**src/hdl/tcp_pkg.sv**
```systemverilog
// Purpose: shared constants for the timer compare / pwm core
// Assumes: apb byte addresses, 32-bit data, narrow registers in low bits
// Notes:   all offsets, field positions and reset values live here
package tcp_pkg;
    // apb register byte offsets
    localparam logic [7:0] OFS_CTRL0  = 8'h00; // run + clock select
    localparam logic [7:0] OFS_CTRL1  = 8'h04; // mode and pin fields
    localparam logic [7:0] OFS_CNT_LO = 8'h08; // counter bits 7..0, ro
    localparam logic [7:0] OFS_CNT_HI = 8'h0C; // counter bits 15..8, ro
    localparam logic [7:0] OFS_CMPA_L = 8'h10; // compare_a_low_byte
    localparam logic [7:0] OFS_CMPA_H = 8'h14; // compare_a_high_byte
    localparam logic [7:0] OFS_CMPP   = 8'h18; // compare_p_value
    localparam logic [7:0] OFS_FLAGS  = 8'h1C; // match flags, w1c

    // control0 field positions
    localparam int CTRL0_ON      = 3; // counter_on
    localparam int CTRL0_CKS_LSB = 4; // clock select, 3 bits
    // control1 field positions
    localparam int CTRL1_CCLR    = 0; // clear_select
    localparam int CTRL1_SWAP    = 1; // period_duty_swap
    localparam int CTRL1_INV     = 2; // output_invert
    localparam int CTRL1_OC      = 3; // output_initial_level
    localparam int CTRL1_IO_LSB  = 4; // pin_action_lo / pin_action_hi
    localparam int CTRL1_M_LSB   = 6; // mode_select_lo / mode_select_hi
    // flags field positions
    localparam int FLAG_A        = 0; // match_a_flag
    localparam int FLAG_P        = 1; // match_p_flag

    // reset values
    localparam logic [7:0] RST_BYTE  = 8'h00;
    localparam logic [15:0] RST_CNT  = 16'h0000;

    // counter landmarks
    localparam logic [15:0] CNT_MAX  = 16'hFFFF;
    localparam logic [16:0] CNT_FULL = 17'h10000; // 65536 clocks

    // operating modes
    localparam logic [1:0] MODE_CMP  = 2'b00;
    localparam logic [1:0] MODE_PWM  = 2'b10;
    localparam logic [1:0] MODE_TMR  = 2'b11;

    // pin actions, compare mode
    localparam logic [1:0] IO_NONE   = 2'b00;
    localparam logic [1:0] IO_LOW    = 2'b01;
    localparam logic [1:0] IO_HIGH   = 2'b10;
    localparam logic [1:0] IO_TOGGLE = 2'b11;
    // pin actions, pwm mode
    localparam logic [1:0] IO_INACT  = 2'b00;
    localparam logic [1:0] IO_ACT    = 2'b01;
    localparam logic [1:0] IO_PWM    = 2'b10;

    // timer clock dividers, in system clocks
    localparam logic [7:0] DIV_SYS4  = 8'h03; // terminal count /4
    localparam logic [7:0] DIV_SYS1  = 8'h00;
    localparam logic [7:0] DIV_16    = 8'h0F;
    localparam logic [7:0] DIV_64    = 8'h3F;
    localparam logic [7:0] DIV_256   = 8'hFF;
endpackage

```
**src/hdl/tcp_cmp_if.sv**
```systemverilog
// Purpose: carries counter and compare values to the comparator unit
// Assumes: single clock domain, purely combinational answers
// Notes:   match lines are valid every cycle, qualified by the core
`timescale 1ns/1ps
interface tcp_cmp_if;
    logic [15:0] cnt;     // current counter value
    logic [15:0] cmp_a;   // comparator a value
    logic [7:0]  cmp_p;   // comparator p value
    logic        swap;    // period_duty_swap
    logic        hit_a;   // counter is about to reach a
    logic        hit_p;   // counter is about to reach p period end
    logic        duty_on; // pwm active part of the period
    modport core (output cnt, cmp_a, cmp_p, swap,
                  input hit_a, hit_p, duty_on);
    modport cmp  (input cnt, cmp_a, cmp_p, swap,
                  output hit_a, hit_p, duty_on);
endinterface

```
**src/hdl/tcp_tick.sv**
```systemverilog
// Purpose: timer clock enable divider
// Assumes: select value may change at any time; divider restarts cleanly
// Notes:   tick is high one cycle per divided period (every cycle at /1), straight from a flip-flop
`timescale 1ns/1ps
module tcp_tick (
    input  wire logic       clk_sys, // system clock
    input  wire logic       rst,     // sync reset, active high
    input  wire logic [2:0] sel,     // clock select
    output logic            tick     // one-cycle timer clock enable
);
    logic [7:0] div_r;
    logic [7:0] term;

    // terminal count for the selected rate
    always_comb begin
        case (sel)
            3'h0:    term = tcp_pkg::DIV_SYS4;
            3'h1:    term = tcp_pkg::DIV_SYS1;
            3'h2:    term = tcp_pkg::DIV_16;
            3'h3:    term = tcp_pkg::DIV_64;
            default: term = tcp_pkg::DIV_256;
        endcase
    end

    // free-running divider; >= guards a select change mid-count
    always_ff @(posedge clk_sys) begin
        if (rst) begin
            div_r <= 8'h00;
            tick  <= 1'b0;
        end else if (div_r >= term) begin
            div_r <= 8'h00;
            tick  <= 1'b1;
        end else begin
            div_r <= div_r + 8'h01;
            tick  <= 1'b0;
        end
    end
endmodule

```
**src/hdl/tcp_match.sv**
```systemverilog
// Purpose: comparator a, comparator p and pwm duty decision
// Assumes: counter advances by one per tick
// Notes:   hits flag the last count before the period end
`timescale 1ns/1ps
module tcp_match (
    tcp_cmp_if.cmp bus // compare values in, matches out
);
    logic [16:0] nxt;
    logic [16:0] p_len;

    assign nxt = {1'b0, bus.cnt} + 17'h00001;
    // p span: 256 times value, zero means full 65536
    assign p_len = (bus.cmp_p == 8'h00) ? tcp_pkg::CNT_FULL :
                   {1'b0, bus.cmp_p, 8'h00};

    // p checks only the top byte, so hits land on 256 multiples
    assign bus.hit_p = (nxt == p_len);
    // a value zero never matches; counter then overflows at ffff
    assign bus.hit_a = (bus.cmp_a != 16'h0000) &&
                       (nxt == {1'b0, bus.cmp_a});
    // duty at or past the period reads as always active
    assign bus.duty_on = bus.swap ? ({1'b0, bus.cnt} < p_len)
                                  : (bus.cnt < bus.cmp_a);
endmodule

```
**src/hdl/tcp_top.sv**
```systemverilog
// Purpose: 16-bit timer with two comparators, compare output and pwm
// Assumes: apb master holds requests; pins synchronous to clk_sys
// Notes:   one access cycle per transfer; unmapped addresses flag pslverr
//
// Contract
// - compare a held in low and high byte registers, rw, reset zero
// - comparator p checks only counter bits fifteen to eight
// - p period is 256 times value; zero gives 65536 with overflow
// - mode 00 compare output, 11 timer, 10 pwm with pin action 10
// - compare mode, clear select low: p match clears; p zero overflows
// - clear select low sets a flag and p flag on own matches
// - clear select high: a match clears, only a flag is set
// - compare a zero: counter overflows at ffff, no a flag
// - compare mode pin changes only on a match, never on p match
// - a match drives pin low, high or toggles; zero action keeps pin
// - counter on rising edge sets pin to initial level
// - timer mode counts and flags like compare mode, pin not driven
// - pwm: one compare sets period by clearing, other sets duty
// - pwm ignores clear select for the period
// - pwm sets separate a and p flags on each match
// - pwm initial level picks polarity; action enables or forces pin
// - output invert inverts the pwm waveform on the pin
// - swap zero: period 256 times p or 65536, duty is a
// - swap zero: duty at or above period gives full duty
// - swap one: period is a, duty 256 times p or 65536
// - compare action 00 none, 01 low, 10 high, 11 toggle
// - on rising clears counter; on falling stops and keeps value
//
// The APB register port and the address map are this design's own decisions.
`timescale 1ns/1ps
module tcp_top (
    input  wire logic        clk_sys,  // system clock, 20 mhz
    input  wire logic        rst,      // sync reset, active high
    input  wire logic        psel,     // apb select
    input  wire logic        penable,  // apb access phase
    input  wire logic        pwrite,   // apb write
    input  wire logic [7:0]  paddr,    // apb byte address
    input  wire logic [31:0] pwdata,   // apb write data
    output logic [31:0]      prdata,   // apb read data
    output logic             pready,   // apb ready
    output logic             pslverr,  // apb error, unmapped address
    output logic             tm_out,   // timer output pin level
    output logic             tm_out_en // high while pin driven
);
    // software visible state
    logic [7:0]  ctrl0_r;
    logic [7:0]  ctrl1_r;
    logic [7:0]  cmpa_lo_r;
    logic [7:0]  cmpa_hi_r;
    logic [7:0]  cmpp_r;
    logic        flag_a_r;
    logic        flag_p_r;
    // timer state
    logic [15:0] cnt_r;
    logic        on_d_r;
    logic        pin_r;
    logic        pin_nxt;
    // decode helpers
    logic        setup;
    logic        wr_en;
    logic        mapped;
    logic [31:0] rd_nxt;
    logic        tick;
    logic        on_bit;
    logic        on_rise;
    logic        run;
    logic [1:0]  mode;
    logic [1:0]  pin_act;
    logic        clr_sel;
    logic        ev_a;
    logic        ev_p;
    logic        clr_cnt;
    logic        pwm_lvl;

    tcp_cmp_if cmpb ();

    // apb phase decode; a write lands only at the completing edge
    assign setup = psel && !penable;
    assign wr_en = psel && penable && pready && pwrite;

    assign on_bit  = ctrl0_r[tcp_pkg::CTRL0_ON];
    assign mode    = ctrl1_r[tcp_pkg::CTRL1_M_LSB +: 2];
    assign pin_act = ctrl1_r[tcp_pkg::CTRL1_IO_LSB +: 2];
    assign clr_sel = ctrl1_r[tcp_pkg::CTRL1_CCLR];
    assign on_rise = on_bit && !on_d_r;
    assign run     = on_bit && on_d_r && tick;

    // comparator unit inputs
    assign cmpb.cnt   = cnt_r;
    assign cmpb.cmp_a = {cmpa_hi_r, cmpa_lo_r};
    assign cmpb.cmp_p = cmpp_r;
    assign cmpb.swap  = ctrl1_r[tcp_pkg::CTRL1_SWAP];

    tcp_match u_match (
        .bus (cmpb.cmp)
    );

    tcp_tick u_tick (
        .clk_sys (clk_sys),
        .rst     (rst),
        .sel     (ctrl0_r[tcp_pkg::CTRL0_CKS_LSB +: 3]),
        .tick    (tick)
    );

    // read mux and address map
    always_comb begin
        mapped = 1'b1;
        rd_nxt = 32'h0000_0000;
        case (paddr)
            tcp_pkg::OFS_CTRL0:  rd_nxt[7:0] = ctrl0_r & 8'h78;
            tcp_pkg::OFS_CTRL1:  rd_nxt[7:0] = ctrl1_r;
            tcp_pkg::OFS_CNT_LO: rd_nxt[7:0] = cnt_r[7:0];
            tcp_pkg::OFS_CNT_HI: rd_nxt[7:0] = cnt_r[15:8];
            tcp_pkg::OFS_CMPA_L: rd_nxt[7:0] = cmpa_lo_r;
            tcp_pkg::OFS_CMPA_H: rd_nxt[7:0] = cmpa_hi_r;
            tcp_pkg::OFS_CMPP:   rd_nxt[7:0] = cmpp_r;
            tcp_pkg::OFS_FLAGS:  rd_nxt[1:0] = {flag_p_r, flag_a_r};
            default:             mapped = 1'b0;
        endcase
    end

    // registered answer: ready rises for exactly one access cycle
    always_ff @(posedge clk_sys) begin
        if (rst) begin
            pready  <= 1'b0;
            pslverr <= 1'b0;
            prdata  <= 32'h0000_0000;
        end else if (setup) begin
            pready  <= 1'b1;
            pslverr <= !mapped;
            prdata  <= pwrite ? 32'h0000_0000 : rd_nxt;
        end else begin
            pready  <= 1'b0;
            pslverr <= 1'b0;
        end
    end

    // control and compare registers, all clear at reset
    always_ff @(posedge clk_sys) begin
        if (rst) begin
            ctrl0_r   <= tcp_pkg::RST_BYTE;
            ctrl1_r   <= tcp_pkg::RST_BYTE;
            cmpa_lo_r <= tcp_pkg::RST_BYTE;
            cmpa_hi_r <= tcp_pkg::RST_BYTE;
            cmpp_r    <= tcp_pkg::RST_BYTE;
        end else if (wr_en) begin
            case (paddr)
                tcp_pkg::OFS_CTRL0:  ctrl0_r   <= pwdata[7:0] & 8'h78;
                tcp_pkg::OFS_CTRL1:  ctrl1_r   <= pwdata[7:0];
                tcp_pkg::OFS_CMPA_L: cmpa_lo_r <= pwdata[7:0];
                tcp_pkg::OFS_CMPA_H: cmpa_hi_r <= pwdata[7:0];
                tcp_pkg::OFS_CMPP:   cmpp_r    <= pwdata[7:0];
                default: ;
            endcase
        end
    end

    // run bit delayed once, to see its edges
    always_ff @(posedge clk_sys) begin
        if (rst) begin
            on_d_r <= 1'b0;
        end else begin
            on_d_r <= on_bit;
        end
    end

    // match events and clear choice
    always_comb begin
        ev_a    = 1'b0;
        ev_p    = 1'b0;
        clr_cnt = 1'b0;
        case (mode)
            tcp_pkg::MODE_PWM: begin
                // clear select plays no part here
                ev_a    = run && cmpb.hit_a;
                ev_p    = run && cmpb.hit_p;
                clr_cnt = cmpb.swap ? ev_a : ev_p;
            end
            default: begin
                // compare, timer and the unsupported capture setting
                if (clr_sel) begin
                    ev_a    = run && cmpb.hit_a;
                    clr_cnt = ev_a;
                end else begin
                    ev_a    = run && cmpb.hit_a;
                    ev_p    = run && cmpb.hit_p;
                    clr_cnt = ev_p;
                end
            end
        endcase
    end

    // counter: restart on rising run bit, hold when off, wrap at ffff
    always_ff @(posedge clk_sys) begin
        if (rst) begin
            cnt_r <= tcp_pkg::RST_CNT;
        end else if (on_rise) begin
            cnt_r <= tcp_pkg::RST_CNT;
        end else if (run) begin
            if (clr_cnt) begin
                cnt_r <= tcp_pkg::RST_CNT;
            end else begin
                cnt_r <= cnt_r + 16'h0001;
            end
        end
    end

    // sticky flags; a hit in the clearing cycle wins over the clear
    always_ff @(posedge clk_sys) begin
        if (rst) begin
            flag_a_r <= 1'b0;
            flag_p_r <= 1'b0;
        end else begin
            if (ev_a) begin
                flag_a_r <= 1'b1;
            end else if (wr_en && paddr == tcp_pkg::OFS_FLAGS &&
                         pwdata[tcp_pkg::FLAG_A]) begin
                flag_a_r <= 1'b0;
            end
            if (ev_p) begin
                flag_p_r <= 1'b1;
            end else if (wr_en && paddr == tcp_pkg::OFS_FLAGS &&
                         pwdata[tcp_pkg::FLAG_P]) begin
                flag_p_r <= 1'b0;
            end
        end
    end

    // pwm level before invert: active level follows initial level bit
    always_comb begin
        case (pin_act)
            tcp_pkg::IO_PWM:  pwm_lvl = cmpb.duty_on;
            tcp_pkg::IO_ACT:  pwm_lvl = 1'b1;
            default:          pwm_lvl = 1'b0;
        endcase
    end

    // compare pin state; p hits never reach it
    always_comb begin
        pin_nxt = pin_r;
        if (on_rise) begin
            pin_nxt = ctrl1_r[tcp_pkg::CTRL1_OC];
        end else if (ev_a && mode == tcp_pkg::MODE_CMP) begin
            case (pin_act)
                tcp_pkg::IO_LOW:    pin_nxt = 1'b0;
                tcp_pkg::IO_HIGH:   pin_nxt = 1'b1;
                tcp_pkg::IO_TOGGLE: pin_nxt = !pin_r;
                default:            pin_nxt = pin_r;
            endcase
        end
    end

    always_ff @(posedge clk_sys) begin
        if (rst) begin
            pin_r <= 1'b0;
        end else begin
            pin_r <= pin_nxt;
        end
    end

    // pin driver; timer mode leaves the pin to other functions
    always_ff @(posedge clk_sys) begin
        if (rst) begin
            tm_out    <= 1'b0;
            tm_out_en <= 1'b0;
        end else begin
            case (mode)
                tcp_pkg::MODE_CMP: begin
                    tm_out    <= pin_nxt ^ ctrl1_r[tcp_pkg::CTRL1_INV];
                    tm_out_en <= 1'b1;
                end
                tcp_pkg::MODE_PWM: begin
                    // polarity then invert; waveform is one cycle late
                    tm_out    <= (pwm_lvl ~^ ctrl1_r[tcp_pkg::CTRL1_OC]) ^
                                 ctrl1_r[tcp_pkg::CTRL1_INV];
                    tm_out_en <= 1'b1;
                end
                default: begin
                    tm_out    <= 1'b0;
                    tm_out_en <= 1'b0;
                end
            endcase
        end
    end
endmodule

```
**config.mk**
```make
export PLATFORM = sky130hd
export DESIGN_NAME = tcp_top
export DESIGN_NICKNAME = d
export VERILOG_FILES = /design/src/hdl/tcp_pkg.sv /design/src/hdl/tcp_cmp_if.sv /design/src/hdl/tcp_tick.sv /design/src/hdl/tcp_match.sv /design/src/hdl/tcp_top.sv
export SDC_FILE = /design/constraint.sdc
export NUM_CORES = 1
export LEC_CHECK = 0
export ABC_AREA = 1
export BUFFER_PORTS_ARGS = -buffer_cell sky130_fd_sc_hd__buf_4
export CORE_ASPECT_RATIO = 0.5
export CORE_MARGIN = 4
export CORE_UTILIZATION = 35
export CTS_CLUSTER_DIAMETER = 30
export CTS_CLUSTER_SIZE = 24
export DETAILED_ROUTE_END_ITERATION = 10
export PLACE_DENSITY = 0.58
export SLEW_MARGIN = 30
export SYNTH_ARGS = -nofsm -noshare
export SYNTH_HDL_FRONTEND = slang
export SYNTH_SLANG_ARGS = --single-unit
```
**constraint.sdc**
```tcl
create_clock -name clk_sys -period 3.04 [get_ports clk_sys]
set_clock_uncertainty 0.1 [all_clocks]
set_input_delay 0.608 -clock clk_sys [delete_from_list [all_inputs] [get_ports clk_sys]]
set_output_delay 0.608 -clock clk_sys [all_outputs]
set_load 0.05 [all_outputs]
```
==> results.txt, run 1 <==
The CTS tree is built. The initial core utilization came out at 0.357. The number of buffer cells added on primary ports came out at 32.

Counting every sink on the clock net gives 77. OpenSTA, run right after detailed placement, puts the worst setup slack at 0.241 ns. The count of filler cells inserted in the layout is 1551. Setup total negative slack on the finished layout was measured at 0 ns. The tightest min-delay check is of the reg2reg type. Across the run, the number of max-cap violations was 0. The count of nets left with antenna violations after detail routing is 0. The average wire per cell in the routed design is about 15 um. The maximum single-stage delay on the critical path came out at 0.43 ns. The final count of hold timing violations is 0. The share of the cycle needed by the critical path after routing came out at 0.884.

The leakage power total came out at 2.46 nW. The clock transition time at the flip-flop clock pins of the worst setup and hold paths is ~0.060 ns. In the post-route analysis, the smallest setup slack over all paths is around 0.35 ns. The power density relative to cell area came out at 396 nW/um^2. The mapped cell area came out at 5170 um^2.

The required time at the endpoint of the critical path is 3.18 ns. The flop and latch count out of synthesis came out at 77. The peak fanout along the critical path came out at 7. The width of the die is 180 um.

The post-placement cell count came out at slightly below 1000. The sequential element share of the synthesized area is 0.298. The maximum frequency from static timing analysis is between 300 and 400 MHz. The final cell count without fillers is 1006.

The net count reported at finish is 884. The number of distinct standard cells referenced by the synthesized netlist came out at 42. The number of H-tree branching levels is 3. Hold repair after CTS inserted 0 buffers. The critical path in this run is classified as reg2reg. The die is 94.0 um tall. The worst voltage drop across the vdd grid came out at 0.000277 V. The first-pass iteration count of the detailed router is 6. The detailed-placement wirelength estimate came out at around 12 mm. The largest net degree at the start of global routing came out at 32.

The tightest slew margin relative to the limit came out at 0.630. Setup repair after global routing left no endpoint under its margin. The share of post-route cells with drive strength above 1 is 0.0990. The worst flop-to-flop path startpoint is cmpb.cnt[1].

The number of warnings issued by yosys is 0. The area of the placeable core came out at 14500 um^2. For this run, design rule violations remaining after detail routing come to 0. Counting instances, the worst hold path has a depth of 1. The main flop type after synthesis is sky130_fd_sc_hd__dfxtp_1. The max-slew violation count is 0. The number of vias in the routed layout is just over 5000. The flop-to-flop setup slack came out at 0.35 ns.

The first global-routing pass estimated 24.7 mm of wire. Setup violations remaining at the end of the flow were counted as 0. The depth of the worst register-to-register path is 16. Summed over all layers, the global routing overflow is 0. The worst hold path begins at u_tick.div_r[0]. The average footprint of a synthesized cell is 6.71 um^2. Once layout is done, the placed cells without fillers occupy 5840 um^2.

The top-level I/O count came out at 81. The clock period minus final worst setup slack came out at between 2 and 3 ns. The via count of the first global-routing pass is roughly 4600.

The endpoint of the worst register-to-register path is tm_out. In this run the deepest clock path goes through 2 buffers. The via density per instance is 5.08. Walking the worst path, the cells encountered are ha_1 > nand2_1 > nor2_4 > nand4_1 > nand2_1 > nand2_1 > nand2_1 > nand2_1 > nor3_4 > nand3_1 > nand2_1 > nand3_2 > nand2_1 > nand2_1 > a21oi_1 > nor2_1.

The congestion estimate from routability-driven global placement came to between 0.9 and 1. STA classifies the critical path endpoint as a flip-flop. Ranked by total cell area, the synthesized netlist is headed by sky130_fd_sc_hd__dfxtp_1 30%, sky130_fd_sc_hd__nand2_1 12%, sky130_fd_sc_hd__a21oi_1 8.9%.

The post-route worst hold slack is 0.360 ns. On the critical path, the stage with the largest delay is an instance of sky130_fd_sc_hd__dfxtp_2. The number of design-rule violations left by the first detailed-router iteration is 402. The number of diodes came out at 0.

Summing internal, switching and leakage power gives 2.31 mW. The number of clock buffers inserted by TritonCTS is 9. The count of flip-flops with a built-in enable after synthesis came out at 0. The most common cell type on the critical path is sky130_fd_sc_hd__nand2_1. The floorplan row count came out at 31. The final wirelength came out at 15.6 mm. The share of Yosys cell area claimed by the top area cell type is 0.298.

The biggest area contributor in the post-synthesis netlist is sky130_fd_sc_hd__dfxtp_1. At the end of the flow the core is filled with cells to 0.404. The floorplan step defined a die boundary enclosing 16900 um^2. The endpoint arrival time on the critical path is between 2 and 3 ns. The worst hold path endpoint is u_tick.div_r[0]. The clock tree root driver cell is sky130_fd_sc_hd__clkbuf_16. The total placed instance area came out at 5540 um^2. The transition at the pin with the smallest max-transition slack came out at 0.548 ns. STA classifies the critical path startpoint as a flip-flop. For this run, asynchronously set or reset flops after synthesis account for 0. The cell count after synthesis is approximately 770.

The clock insertion delay at the later pin of the skew report came out at 0.34 ns. The run finished with clean final reports. The aggregate global-route resource usage came out at 0.185.

The initial antenna violation count was 0. Relative to the synthesized area, the layout overhead comes to 12.9%.
-- synth_stat cells, types with 4 or more instances --
| cell type | count |
|---|---|
| sky130_fd_sc_hd__a21oi_1 | 92 |
| sky130_fd_sc_hd__inv_1 | 94 |
| sky130_fd_sc_hd__o21ai_0 | 54 |
| sky130_fd_sc_hd__nand4_1 | 17 |
| sky130_fd_sc_hd__nor2_1 | 74 |
| sky130_fd_sc_hd__o41ai_1 | 4 |
| sky130_fd_sc_hd__nand2_1 | 165 |
| sky130_fd_sc_hd__nand3_1 | 44 |
| sky130_fd_sc_hd__dfxtp_1 | 77 |
| sky130_fd_sc_hd__clkbuf_1 | 13 |
| sky130_fd_sc_hd__nor2_4 | 5 |
| sky130_fd_sc_hd__ha_1 | 36 |
| sky130_fd_sc_hd__o22ai_1 | 13 |
| sky130_fd_sc_hd__or2_2 | 4 |
| sky130_fd_sc_hd__buf_4 | 24 |
| sky130_fd_sc_hd__nor3_1 | 6 |
| sky130_fd_sc_hd__xor2_1 | 10 |
-- power breakdown --
| group | internal [mW] | leakage, nW | switching (mW) |
|---|---|---|---|
| combinational | 0.0562 | 1.70 | 0.154 |
| clock | 0.605 | 0.142 | 0.452 |
| sequential | 1.03 | 0.622 | 0.0146 |
| total | 1.69 | 2.46 | 0.621 |
-- layer usage --
layer,vias up,GRT usage,part of all wire,wire length (um)
li1,2585,-,-,-
met1,2328,0.267,0.50,7840
met2,176,0.284,0.41,6440
met3,17,0.0363,0.073,1140
met4,0,0.0437,0.010,162
met5,-,0,0,0
-- flip-flops by register name, indices dropped and copies added, names as in the netlist, 4 cells and up --
signal        cells
ctrl1_r           8
cmpb.cnt         16
u_tick.div_r      8
cmpa_hi_r         8
ctrl0_r           4
cmpa_lo_r         8
prdata            8
cmpb.cmp_p        8
-- area by class of cell --
cell class	count	area, um^2	share of cell area
multi-input combinational	580	3100	0.532
timing repair buffer	38	285	0.0489
sequential	77	1540	0.264
tap	198	248	0.0424
clock buffer	11	253	0.0433
inverter	97	364	0.0624
clock inverter	5	42.5	0.00729
-- worst max-delay path, delay by kind of cell, from the launching register on --
kind | cells | cell delay (ns)
AO/OA/AOI/OAI | 1 | 0.13
AND/OR/NAND/NOR | 14 | 1.66
adder cells (fa/ha/maj) | 1 | 0.23
flip-flops | 1 | 0.43
-- worst max path at each step --
stage                         end         from
global placement           tm_out  cmpb.cnt[1]
detailed placement         tm_out  cmpb.cnt[1]
CTS                        tm_out  cmpb.cnt[1]
floorplan           cmpb.cmp_p[1]     paddr[5]
finish                     tm_out  cmpb.cnt[1]
global route               tm_out  cmpb.cnt[1]
-- logic make-up (layout without fill, tap and decap cells) --
group,Yosys count,in the layout,share of synthesized area
xor gates and xnor gates,13,13,0.0247
other,1,24,0.000725
DFF,77,77,0.298
buffers and inverters,137,151,0.119
adders and majority gates,36,36,0.0871
and+or+nand+nor,329,329,0.282
AOI/OAI and AO/OA,178,178,0.188
-- cell usage in the layout (no fill, tap or decap), types with 3 or more instances in the layout --
cell type                     n
sky130_fd_sc_hd__o22ai_1     13
sky130_fd_sc_hd__nand3_1     44
sky130_fd_sc_hd__conb_1      24
sky130_fd_sc_hd__o31ai_1      3
sky130_fd_sc_hd__nor2_4       5
sky130_fd_sc_hd__o21ai_0     54
sky130_fd_sc_hd__or2_2        4
sky130_fd_sc_hd__buf_4       38
sky130_fd_sc_hd__a21oi_1     92
sky130_fd_sc_hd__inv_1       94
sky130_fd_sc_hd__clkinv_4     3
sky130_fd_sc_hd__o41ai_1      4
sky130_fd_sc_hd__clkbuf_16    9
sky130_fd_sc_hd__nand2_1    165
sky130_fd_sc_hd__dfxtp_1     76
sky130_fd_sc_hd__ha_1        36
sky130_fd_sc_hd__nor2_1      74
sky130_fd_sc_hd__xor2_1      10
sky130_fd_sc_hd__o2111ai_1    3
sky130_fd_sc_hd__nand4_1     17
sky130_fd_sc_hd__nor3_1       6
sky130_fd_sc_hd__nor2_2       3
sky130_fd_sc_hd__nand3_2      3
-- what timing repair did --
| item | in CTS | in global routing |
|---|---|---|
| endpoints found under the hold margin | 0 | 0 |
| setup endpoints to repair | 0 | 14 |
| resized for setup | 0 | 1 |
| setup buffers | 0 | 0 |
Power figures use the tool's default switching activity.
==> run 2: changes to the inputs <==
Settings changed: PLACE_DENSITY 0.58 to 0.5, SLEW_MARGIN 30 to unset, SYNTH_HIERARCHICAL set to 1.
==> run 2 against run 1 <==
Against the previous run:
- total power increased by 1.5%
- sequential share of layout area decreased by 3.7 points
- critical path depth increased by 3
- clock power about the same
==> results.txt, run 2 <==
From bottom edge to top edge, the die measures 98.9 um. The transition at the pin with the smallest max-transition slack came out at 0.746 ns. The tree is rooted in a sky130_fd_sc_hd__clkbuf_16. Of the cells placed in the final design, the portion with a size suffix greater than 1 is 0.150. The maximum single-stage delay on the critical path is 0.37 ns. After the last flow step, the layout net total stands at 1069. The via count of the first global-routing pass came out at 5341.

The peak fanout along the critical path is 7. The global placement routability congestion came out at 0.881. The share of Yosys cell area claimed by the top area cell type is 0.266. Setup repair after global routing left no endpoint under its margin. The commonest cells after synthesis are 205 x sky130_fd_sc_hd__nand2_1, 124 x sky130_fd_sc_hd__inv_1, 115 x sky130_fd_sc_hd__nor2_1. The count of nets left with antenna violations after detail routing is 0.

The number of warnings issued by yosys is 6. The sequential element share of the synthesized area is 0.266. The most common cell in the synthesized netlist is sky130_fd_sc_hd__nand2_1. The final count of hold timing violations was 0. The synthesized design spends more area on one cell type than any other, namely sky130_fd_sc_hd__dfxtp_1.

In the global route stage, met2 resource usage came out at 0.293. The number of vias in the routed layout is between 5000 and 6000. The largest net degree at the start of global routing came out at 29. In the final routed layout, each cell accounts on average for 14.9 um. In the routed design, unresolved DRC markers number 0.

The number of max-cap violations is 0. The fraction of synthesis flops using an asynchronous set or reset pin came out at 0. The number of H-tree branching levels is 3. Power comes to 2.34 mW.

The detailed-placement wirelength estimate is 14.3 mm. The count of flip-flops with a built-in enable after synthesis came out at 0. In the synthesized netlist the dominant register cell turns out to be sky130_fd_sc_hd__dfxtp_1.

The global-route track usage on met3 is 0.0442. The first-pass iteration count of the detailed router is 5. The via density per instance came out at 4.79.

The initial utilization of the core area, before any placement, comes to 0.367. For the worst setup path, the data arrival time is 2.93 ns. In this run the most used layer during global routing was met2. The initial antenna violation count is 0. Leaving out fill and tap cells, the most frequent cells in the layout are 203 x sky130_fd_sc_hd__nand2_1, 124 x sky130_fd_sc_hd__inv_1, 112 x sky130_fd_sc_hd__nand3_1. The area of the placeable core came out at 15800 um^2. The kind of cell adding the most delay to the critical path is simple AND/OR/NAND/NOR gates.

The repair_antennas step left the layout with diodes totalling 0. The area of the die is approximately 19000 um^2. The required time at the endpoint of the critical path came out at between 3 and 4 ns. The critical path in this run is classified as reg2reg. The share of the cycle needed by the critical path after routing came out at 0.919. TritonCTS built the clock tree. For this design the static power due to leakage is around 3.0 nW. The clock transition time at the flip-flop clock pins of the worst setup and hold paths is approximately 0.060 ns. Leaving out fill and tap cells, the most frequent cell in the layout is sky130_fd_sc_hd__nand2_1.

The power density relative to cell area is 345 nW/um^2. The first-pass GRT wire length came out at 28.4 mm. The clock insertion delay at the later pin of the skew report is about 0.35 ns. The type of the most critical hold path is reg2reg. The number of design-rule violations left by the first detailed-router iteration is 405. After synthesis the cells add up to 5790 um^2. Yosys attributes the largest share of cell area to sky130_fd_sc_hd__dfxtp_1 27%, sky130_fd_sc_hd__nand2_1 13%, sky130_fd_sc_hd__nand3_1 9.8%. The max-slew violation count came out at 0.

The count of filler cells inserted in the layout came out at 1734. Input and output buffers added on the ports amount to 32. The total buffers and inverters traversed by the critical path is 4. TritonCTS created 9 clock buffers. The worst path needs 2.79 ns of the cycle, external delays included. Synthesis handed over a netlist of 915 instances. The worst setup path is captured at a flip-flop. The final wirelength came out at 18.1 mm. The average footprint of a synthesized cell is 6.32 um^2. The layout overhead on the synthesized area is 17.4%. After floorplanning, the core was divided into 32 placement rows.

The aggregate global-route resource usage came out at 0.194. The width of the die came out at 190 um. For this run, global-route usage on met1 was measured as 0.285. The tightest slew margin relative to the limit came out at 0.502. For this run, the top clock speed supported by timing is 358 MHz. The worst voltage drop across the vdd grid is 0.000241 V. The number of flip-flops in the largest register came out at 16. The flow ran to the end, and the final reports show no timing, DRC or antenna violations.

The kind of launch point of the worst setup path is a flip-flop. The total overflow reported by the global router is 0. The critical path goes through buf_4 > nand3_2 > nor2_2 > inv_1 > nand2_1 > nand2_1 > nor2_1 > nand3_1 > nor2_1 > nand3_1 > nor2_1 > inv_1 > nor2_2 > o211ai_1 > nand2_2 > nor2_2 > buf_4 > o21ai_0 > a21oi_1. The largest individual stage delay along the critical path comes from the cell sky130_fd_sc_hd__dfxtp_1.

In this run the deepest clock path goes through 2 buffers. The clock sink count is 77. The number of distinct standard cells referenced by the synthesized netlist is 42.

The flop and latch count out of synthesis came out at just under 80. The top-level I/O count came out at between 80 and 90. The setup-violating endpoint count in the final report came out at 0. The final total negative setup slack came out at 0 ns.
-- run 2: changes by cell type after synthesis, moves of 5 or more --
cell,before,now
sky130_fd_sc_hd__nand3_1,44,113
sky130_fd_sc_hd__nor2_1,74,115
sky130_fd_sc_hd__nand2_1,165,205
sky130_fd_sc_hd__inv_1,94,124
sky130_fd_sc_hd__a21oi_1,92,64
sky130_fd_sc_hd__o21ai_0,54,41
sky130_fd_sc_hd__o22ai_1,13,0
sky130_fd_sc_hd__clkbuf_1,13,4
sky130_fd_sc_hd__nand2_2,2,10
sky130_fd_sc_hd__nor2_2,3,11
sky130_fd_sc_hd__buf_4,24,30
sky130_fd_sc_hd__a211oi_1,0,5
-- run 2: power breakdown --
group          leakage (nW)  internal, mW  switching, mW
logic                  2.25        0.0617          0.181
clock network         0.130         0.563          0.489
registers             0.623          1.03         0.0217
total                  3.00          1.65          0.692
-- run 2: repair_timing --
item / CTS / global route
hold buffers: 0 / 0
pin swaps: 0 / 4
setup endpoints to repair: 3 / 18
cloned: 0 / 0
hold endpoints to repair: 0 / 0
resized for setup: 1 / 13
setup buffers: 0 / 1
-- run 2: final timing paths --
check	from	end	slack, ns	cells after the start
max reg2reg	cmpb.cnt[1]	cmpb.cnt[12]	0.25	19
min reg2reg	prdata[3]	prdata[3]	0.37	2
max	cmpb.cnt[1]	cmpb.cnt[12]	0.25	19
min	prdata[3]	prdata[3]	0.37	2
-- run 2: worst min-delay path, cell delays in order (launching register included) --
cell                      delay, ns
sky130_fd_sc_hd__dfxtp_1       0.31
sky130_fd_sc_hd__nand2_1       0.06
sky130_fd_sc_hd__a21oi_1       0.05
-- run 2: final cells by class --
| class | count | area [um^2] | area share |
|---|---|---|---|
| Clock buffer | 9 | 225 | 0.0332 |
| Tap cell | 221 | 277 | 0.0407 |
| Inverter | 129 | 487 | 0.0717 |
| Multi-Input combinational cell | 693 | 3610 | 0.532 |
| Timing Repair Buffer | 78 | 586 | 0.0862 |
| Clock inverter | 7 | 56.3 | 0.00829 |
| Sequential cell | 77 | 1550 | 0.228 |
-- run 2: logic make-up (layout without fill, tap and decap cells) --
logic type      after synthesis  count (layout)  synth area share
xor+xnor                     10              10            0.0151
other cells                   1              24          0.000648
compound gates              123             123             0.114
fa+ha+maj                    36              36            0.0779
buf+inv                     168             223             0.131
flops                        77              77             0.266
simple gates                500             500             0.395
-- run 2: per-layer routing --
layer | up-vias | part of all wire
li1 | 3058 | -
met1 | 2602 | 0.53
met2 | 138 | 0.41
met3 | 14 | 0.053
met4 | 0 | 0.0098
met5 | - | 0
-- run 2: per-stage QoR --
| step | instances | area, um^2 | util | setup slack (ns) | hold slack [ns] |
|---|---|---|---|---|---|
| 3_3_place_gp | 1197 | 6460 | 0.409 | 0.0526 | 0.355 |
| 5_1_grt | 1214 | 6790 | 0.430 | 0.00983 | 0.390 |
| 4_1_cts | 1213 | 6740 | 0.427 | 0.0328 | 0.374 |
| 2_1_floorplan | 938 | 5870 | - | 0.608 | 0.337 |
| 6_report | 1214 | 6790 | 0.430 | 0.246 | 0.369 |
| 3_5_place_dp | 1197 | 6460 | 0.409 | 0.0202 | 0.357 |
==> run 3: changes to the inputs <==
Settings changed: ABC_AREA 1 to 0, BUFFER_PORTS_ARGS -buffer_cell sky130_fd_sc_hd__buf_4 to -buffer_cell sky130_fd_sc_hd__buf_2, PLACE_DENSITY 0.5 to 0.51.
==> run 3 against run 2 <==
Against the previous run:
- via count decreased by 18%
- worst setup slack worse by 0.11 ns
- register-to-register slack got worse by 0.11 ns
- synthesized cell count fell by 32%
- total power is 0.13% higher
- final area decreased by 7.0%
- non-clock buffer count grew 11
- critical path type unchanged
- highest routed layer unchanged
==> results.txt, run 3 <==
The run finished with clean final reports. After global routing the overflow that remains totals 0. The max-slew violation count is 0. Yosys instantiated no cell more often than sky130_fd_sc_hd__dfxtp_1.

The count of hold buffers inserted by post-cts repair came out at 0. The share of synthesized area in the top cell type comes to 0.291. The clock insertion delay at the later pin of the skew report came out at 0.35 ns. The most common cell type on the critical path is sky130_fd_sc_hd__buf_4.

Of the cells placed in the final design, the portion with a size suffix greater than 1 is 0.203. The via count of the first global-routing pass came out at between 4000 and 5000. Setup repair after global routing could not meet its margin everywhere.

The initial core utilization is 0.362. The first-pass iteration count of the detailed router came out at 5. The commonest cells after synthesis are 77 x sky130_fd_sc_hd__dfxtp_1, 75 x sky130_fd_sc_hd__nor2_1, 54 x sky130_fd_sc_hd__mux2i_1. The launch instance of the worst min-delay path is prdata[2].

The slowest stage cell on the critical path is sky130_fd_sc_hd__dfxtp_2. Across all hold checks on the routed design, the worst slack comes to 0.350 ns. The flop and latch count out of synthesis is 77. In this run the worst hold path is classified as reg2reg. The setup-violating endpoint count in the final report is 0. The worst hold path depth is 2. The endpoint of the worst register-to-register path is cmpb.cnt[14]. The number of warnings issued by yosys is 6. Once layout is done, the placed cells without fillers occupy 6320 um^2. Across every metal layer, demand over resource in global routing totals 0.195. The worst setup path is captured at a flip-flop. The depth of the worst register-to-register path came out at 15. The area of the placeable core came out at 14700 um^2. The floorplan row count is 31. The final count of hold timing violations was 0. The die height is 95.0 um. At the pin with the least slew margin, the transition time is 0.594 ns. The share of the cycle needed by the critical path after routing came out at 0.957.

The detailed-placement wirelength estimate came out at 12.2 mm. The path type of the worst setup path is reg2reg. Yosys mapped a number of flops with a built-in enable equal to 0. The fraction of the core area covered by cells at the end of the flow came out at 0.431. Setup slack on the worst reg-to-reg path comes out at 0.13 ns. The worst voltage drop across the vdd grid came out at roughly 0.00027 V. The average wire per cell in the routed design came out at 18.0 um. In the layout the commonest cells are 74 x sky130_fd_sc_hd__nor2_1, 74 x sky130_fd_sc_hd__dfxtp_1, 55 x sky130_fd_sc_hd__buf_4. The number of clock buffers inserted by TritonCTS came out at 9. The final cell count without fillers came out at about 900.

The width of the die is 182 um. The fraction of synthesis flops using an asynchronous set or reset pin is 0. The cell sitting at the root of the clock tree is a sky130_fd_sc_hd__clkbuf_16. The first global-routing pass estimated 25.9 mm of wire. The final total power is 2.35 mW.

The final critical-path setup slack is 0.132 ns. TritonCTS built the clock tree. The clock sink count is 77. The path with the worst hold slack has its endpoint at prdata[2].

The critical path goes through buf_6 > nand4_1 > nor2_2 > nand3_2 > xor2_2 > buf_4 > buf_4 > a21oi_1 > nand2_1 > nor4_4 > buf_4 > mux2i_1 > o21ai_2 > buf_12 > nor2_1. Using the TritonRoute via totals, the vias-per-cell ratio works out to around 5.3. In this run the power density over the cells is 372 nW/um^2. The number of different library cells used by synthesis comes to 72.

The initial antenna violation count is 0. The total buffers and inverters traversed by the critical path came out at 5. The tightest slew margin relative to the limit came out at 0.604. The top-level I/O count is 81.

The number of vias in the routed layout came out at 4753. The area of the die is 17300 um^2. The register with the most flip-flops in the layout has 16 of them. The timing startpoint of the critical path is cmpb.cnt[1]. The number of diodes is 0.

In this run, the number of DRC markers left after iteration 0 of detailed routing was roughly 380. The final total negative setup slack came out at 0 ns. STA classifies the critical path startpoint as a flip-flop. In the synthesized netlist, the number of instances is 621. In this run the remaining antenna-violating nets after routing total 0. The endpoint arrival time on the critical path is 3.05 ns. CTS built an H-tree with a depth of 3. The clock period minus final worst setup slack is 2.91 ns.

The layout overhead on the synthesized area came out at 19.1%. The buffer depth of the longest clock path came out at 2. The net count reported at finish is 781. The maximum single-stage delay on the critical path came out at 0.34 ns. The biggest area contributor in the post-synthesis netlist is sky130_fd_sc_hd__dfxtp_1. The average footprint of a synthesized cell is around 8.5 um^2. The global placement routability congestion is 0.901. The kind of cell adding the most delay to the critical path is simple AND/OR/NAND/NOR gates. At the worst endpoint, the required time is 3.18 ns. The maximum frequency from static timing analysis is 344 MHz. For this block, the routed nets add up to between 15 and 20 mm of wire.

The total placed instance area came out at around 5900 um^2. The number of max-cap violations came out at 0. The number of DRC violations after detailed routing came out at 0. The largest net degree at the start of global routing came out at 54. In this run the worst path has a maximum fanout of 16. For this run, the leading register cell type out of synthesis is sky130_fd_sc_hd__dfxtp_1. After synthesis the cells add up to 5300 um^2. The number of buffer cells added on primary ports came out at 32. The share of the Yosys chip area taken by registers is 0.291. The post-placement cell count is 881. In this run the critical register-to-register path is launched from cmpb.cnt[1]. The clock transition time at the flip-flop clock pins of the worst setup and hold paths is 0.06 ns. By area the synthesized netlist is led by sky130_fd_sc_hd__dfxtp_1 29%, sky130_fd_sc_hd__mux2i_1 10%, sky130_fd_sc_hd__ha_1 8.5%. The pre-CTS worst setup slack is -0.0952 ns. The leakage power total is 2.57 nW.
[run 3: cell count changes after synthesis, moves of 21 or more]
cell	change
sky130_fd_sc_hd__a21oi_1	-38
sky130_fd_sc_hd__inv_1	-92
sky130_fd_sc_hd__mux2i_1	+54
sky130_fd_sc_hd__xnor2_1	+21
sky130_fd_sc_hd__nand2_1	-170
sky130_fd_sc_hd__nand3_1	-86
sky130_fd_sc_hd__nor2_1	-40
sky130_fd_sc_hd__o21ai_0	-24
[run 3: worst max-delay path by stage]
stage / end / depth (start not counted)
after floorplan: cmpb.cnt[10] / 13
after global placement: tm_out / 12
after detailed placement: tm_out / 12
after CTS: tm_out / 13
after global routing: tm_out / 12
final: cmpb.cnt[14] / 15
[run 3: metal layers]
metal	part of all wire	track usage	up-vias
met5	0	0	-
met4	0.014	0.0481	0
met3	0.059	0.0446	20
met2	0.44	0.304	134
met1	0.49	0.274	2260
li1	-	-	2339
[run 3: cell type report]
type / instances / area (um^2)
inverter: 32 / 120
clock buffer: 10 / 229
fill: 1518 / 8340
sequential: 77 / 1550
clock inverter: 6 / 43.8
timing repair buffer: 89 / 604
multi-input combinational: 491 / 3520
tap: 198 / 248
[run 3: report_power, final]
| group | internal (mW) | switching, mW |
|---|---|---|
| clock network | 0.560 | 0.474 |
| registers | 1.03 | 0.0211 |
| logic | 0.0822 | 0.185 |
[run 3: what timing repair did]
action                     in CTS  in global routing
setup buffers                   0                  6
resized for setup               3                 19
setup endpoints to repair      18                 18
pin swaps                       1                 14
[run 3: cell families (layout without fill, tap and decap cells)]
logic type               after synthesis  after routing  share of synthesized area
AND/OR/NAND/NOR                      229            229                      0.229
XOR/XNOR                              50             50                     0.0826
buffers and inverters                 76            137                     0.0746
flip-flops                            77             77                      0.291
AO/OA/AOI/OAI                         96             96                      0.131
multiplexers                          56             56                      0.106
adder cells (fa/ha/maj)               36             36                     0.0849
other                                  1             24                   0.000707
[run 3: worst reg2reg max path, cell delays in order, from the launching register on]
cell and delay (ns):
sky130_fd_sc_hd__dfxtp_2 0.34, sky130_fd_sc_hd__buf_6 0.12, sky130_fd_sc_hd__nand4_1 0.20, sky130_fd_sc_hd__nor2_2 0.21
sky130_fd_sc_hd__nand3_2 0.13, sky130_fd_sc_hd__xor2_2 0.23, sky130_fd_sc_hd__buf_4 0.15, sky130_fd_sc_hd__buf_4 0.12
sky130_fd_sc_hd__a21oi_1 0.12, sky130_fd_sc_hd__nand2_1 0.09, sky130_fd_sc_hd__nor4_4 0.32, sky130_fd_sc_hd__buf_4 0.17
sky130_fd_sc_hd__mux2i_1 0.08, sky130_fd_sc_hd__o21ai_2 0.17, sky130_fd_sc_hd__buf_12 0.17, sky130_fd_sc_hd__nor2_1 0.08
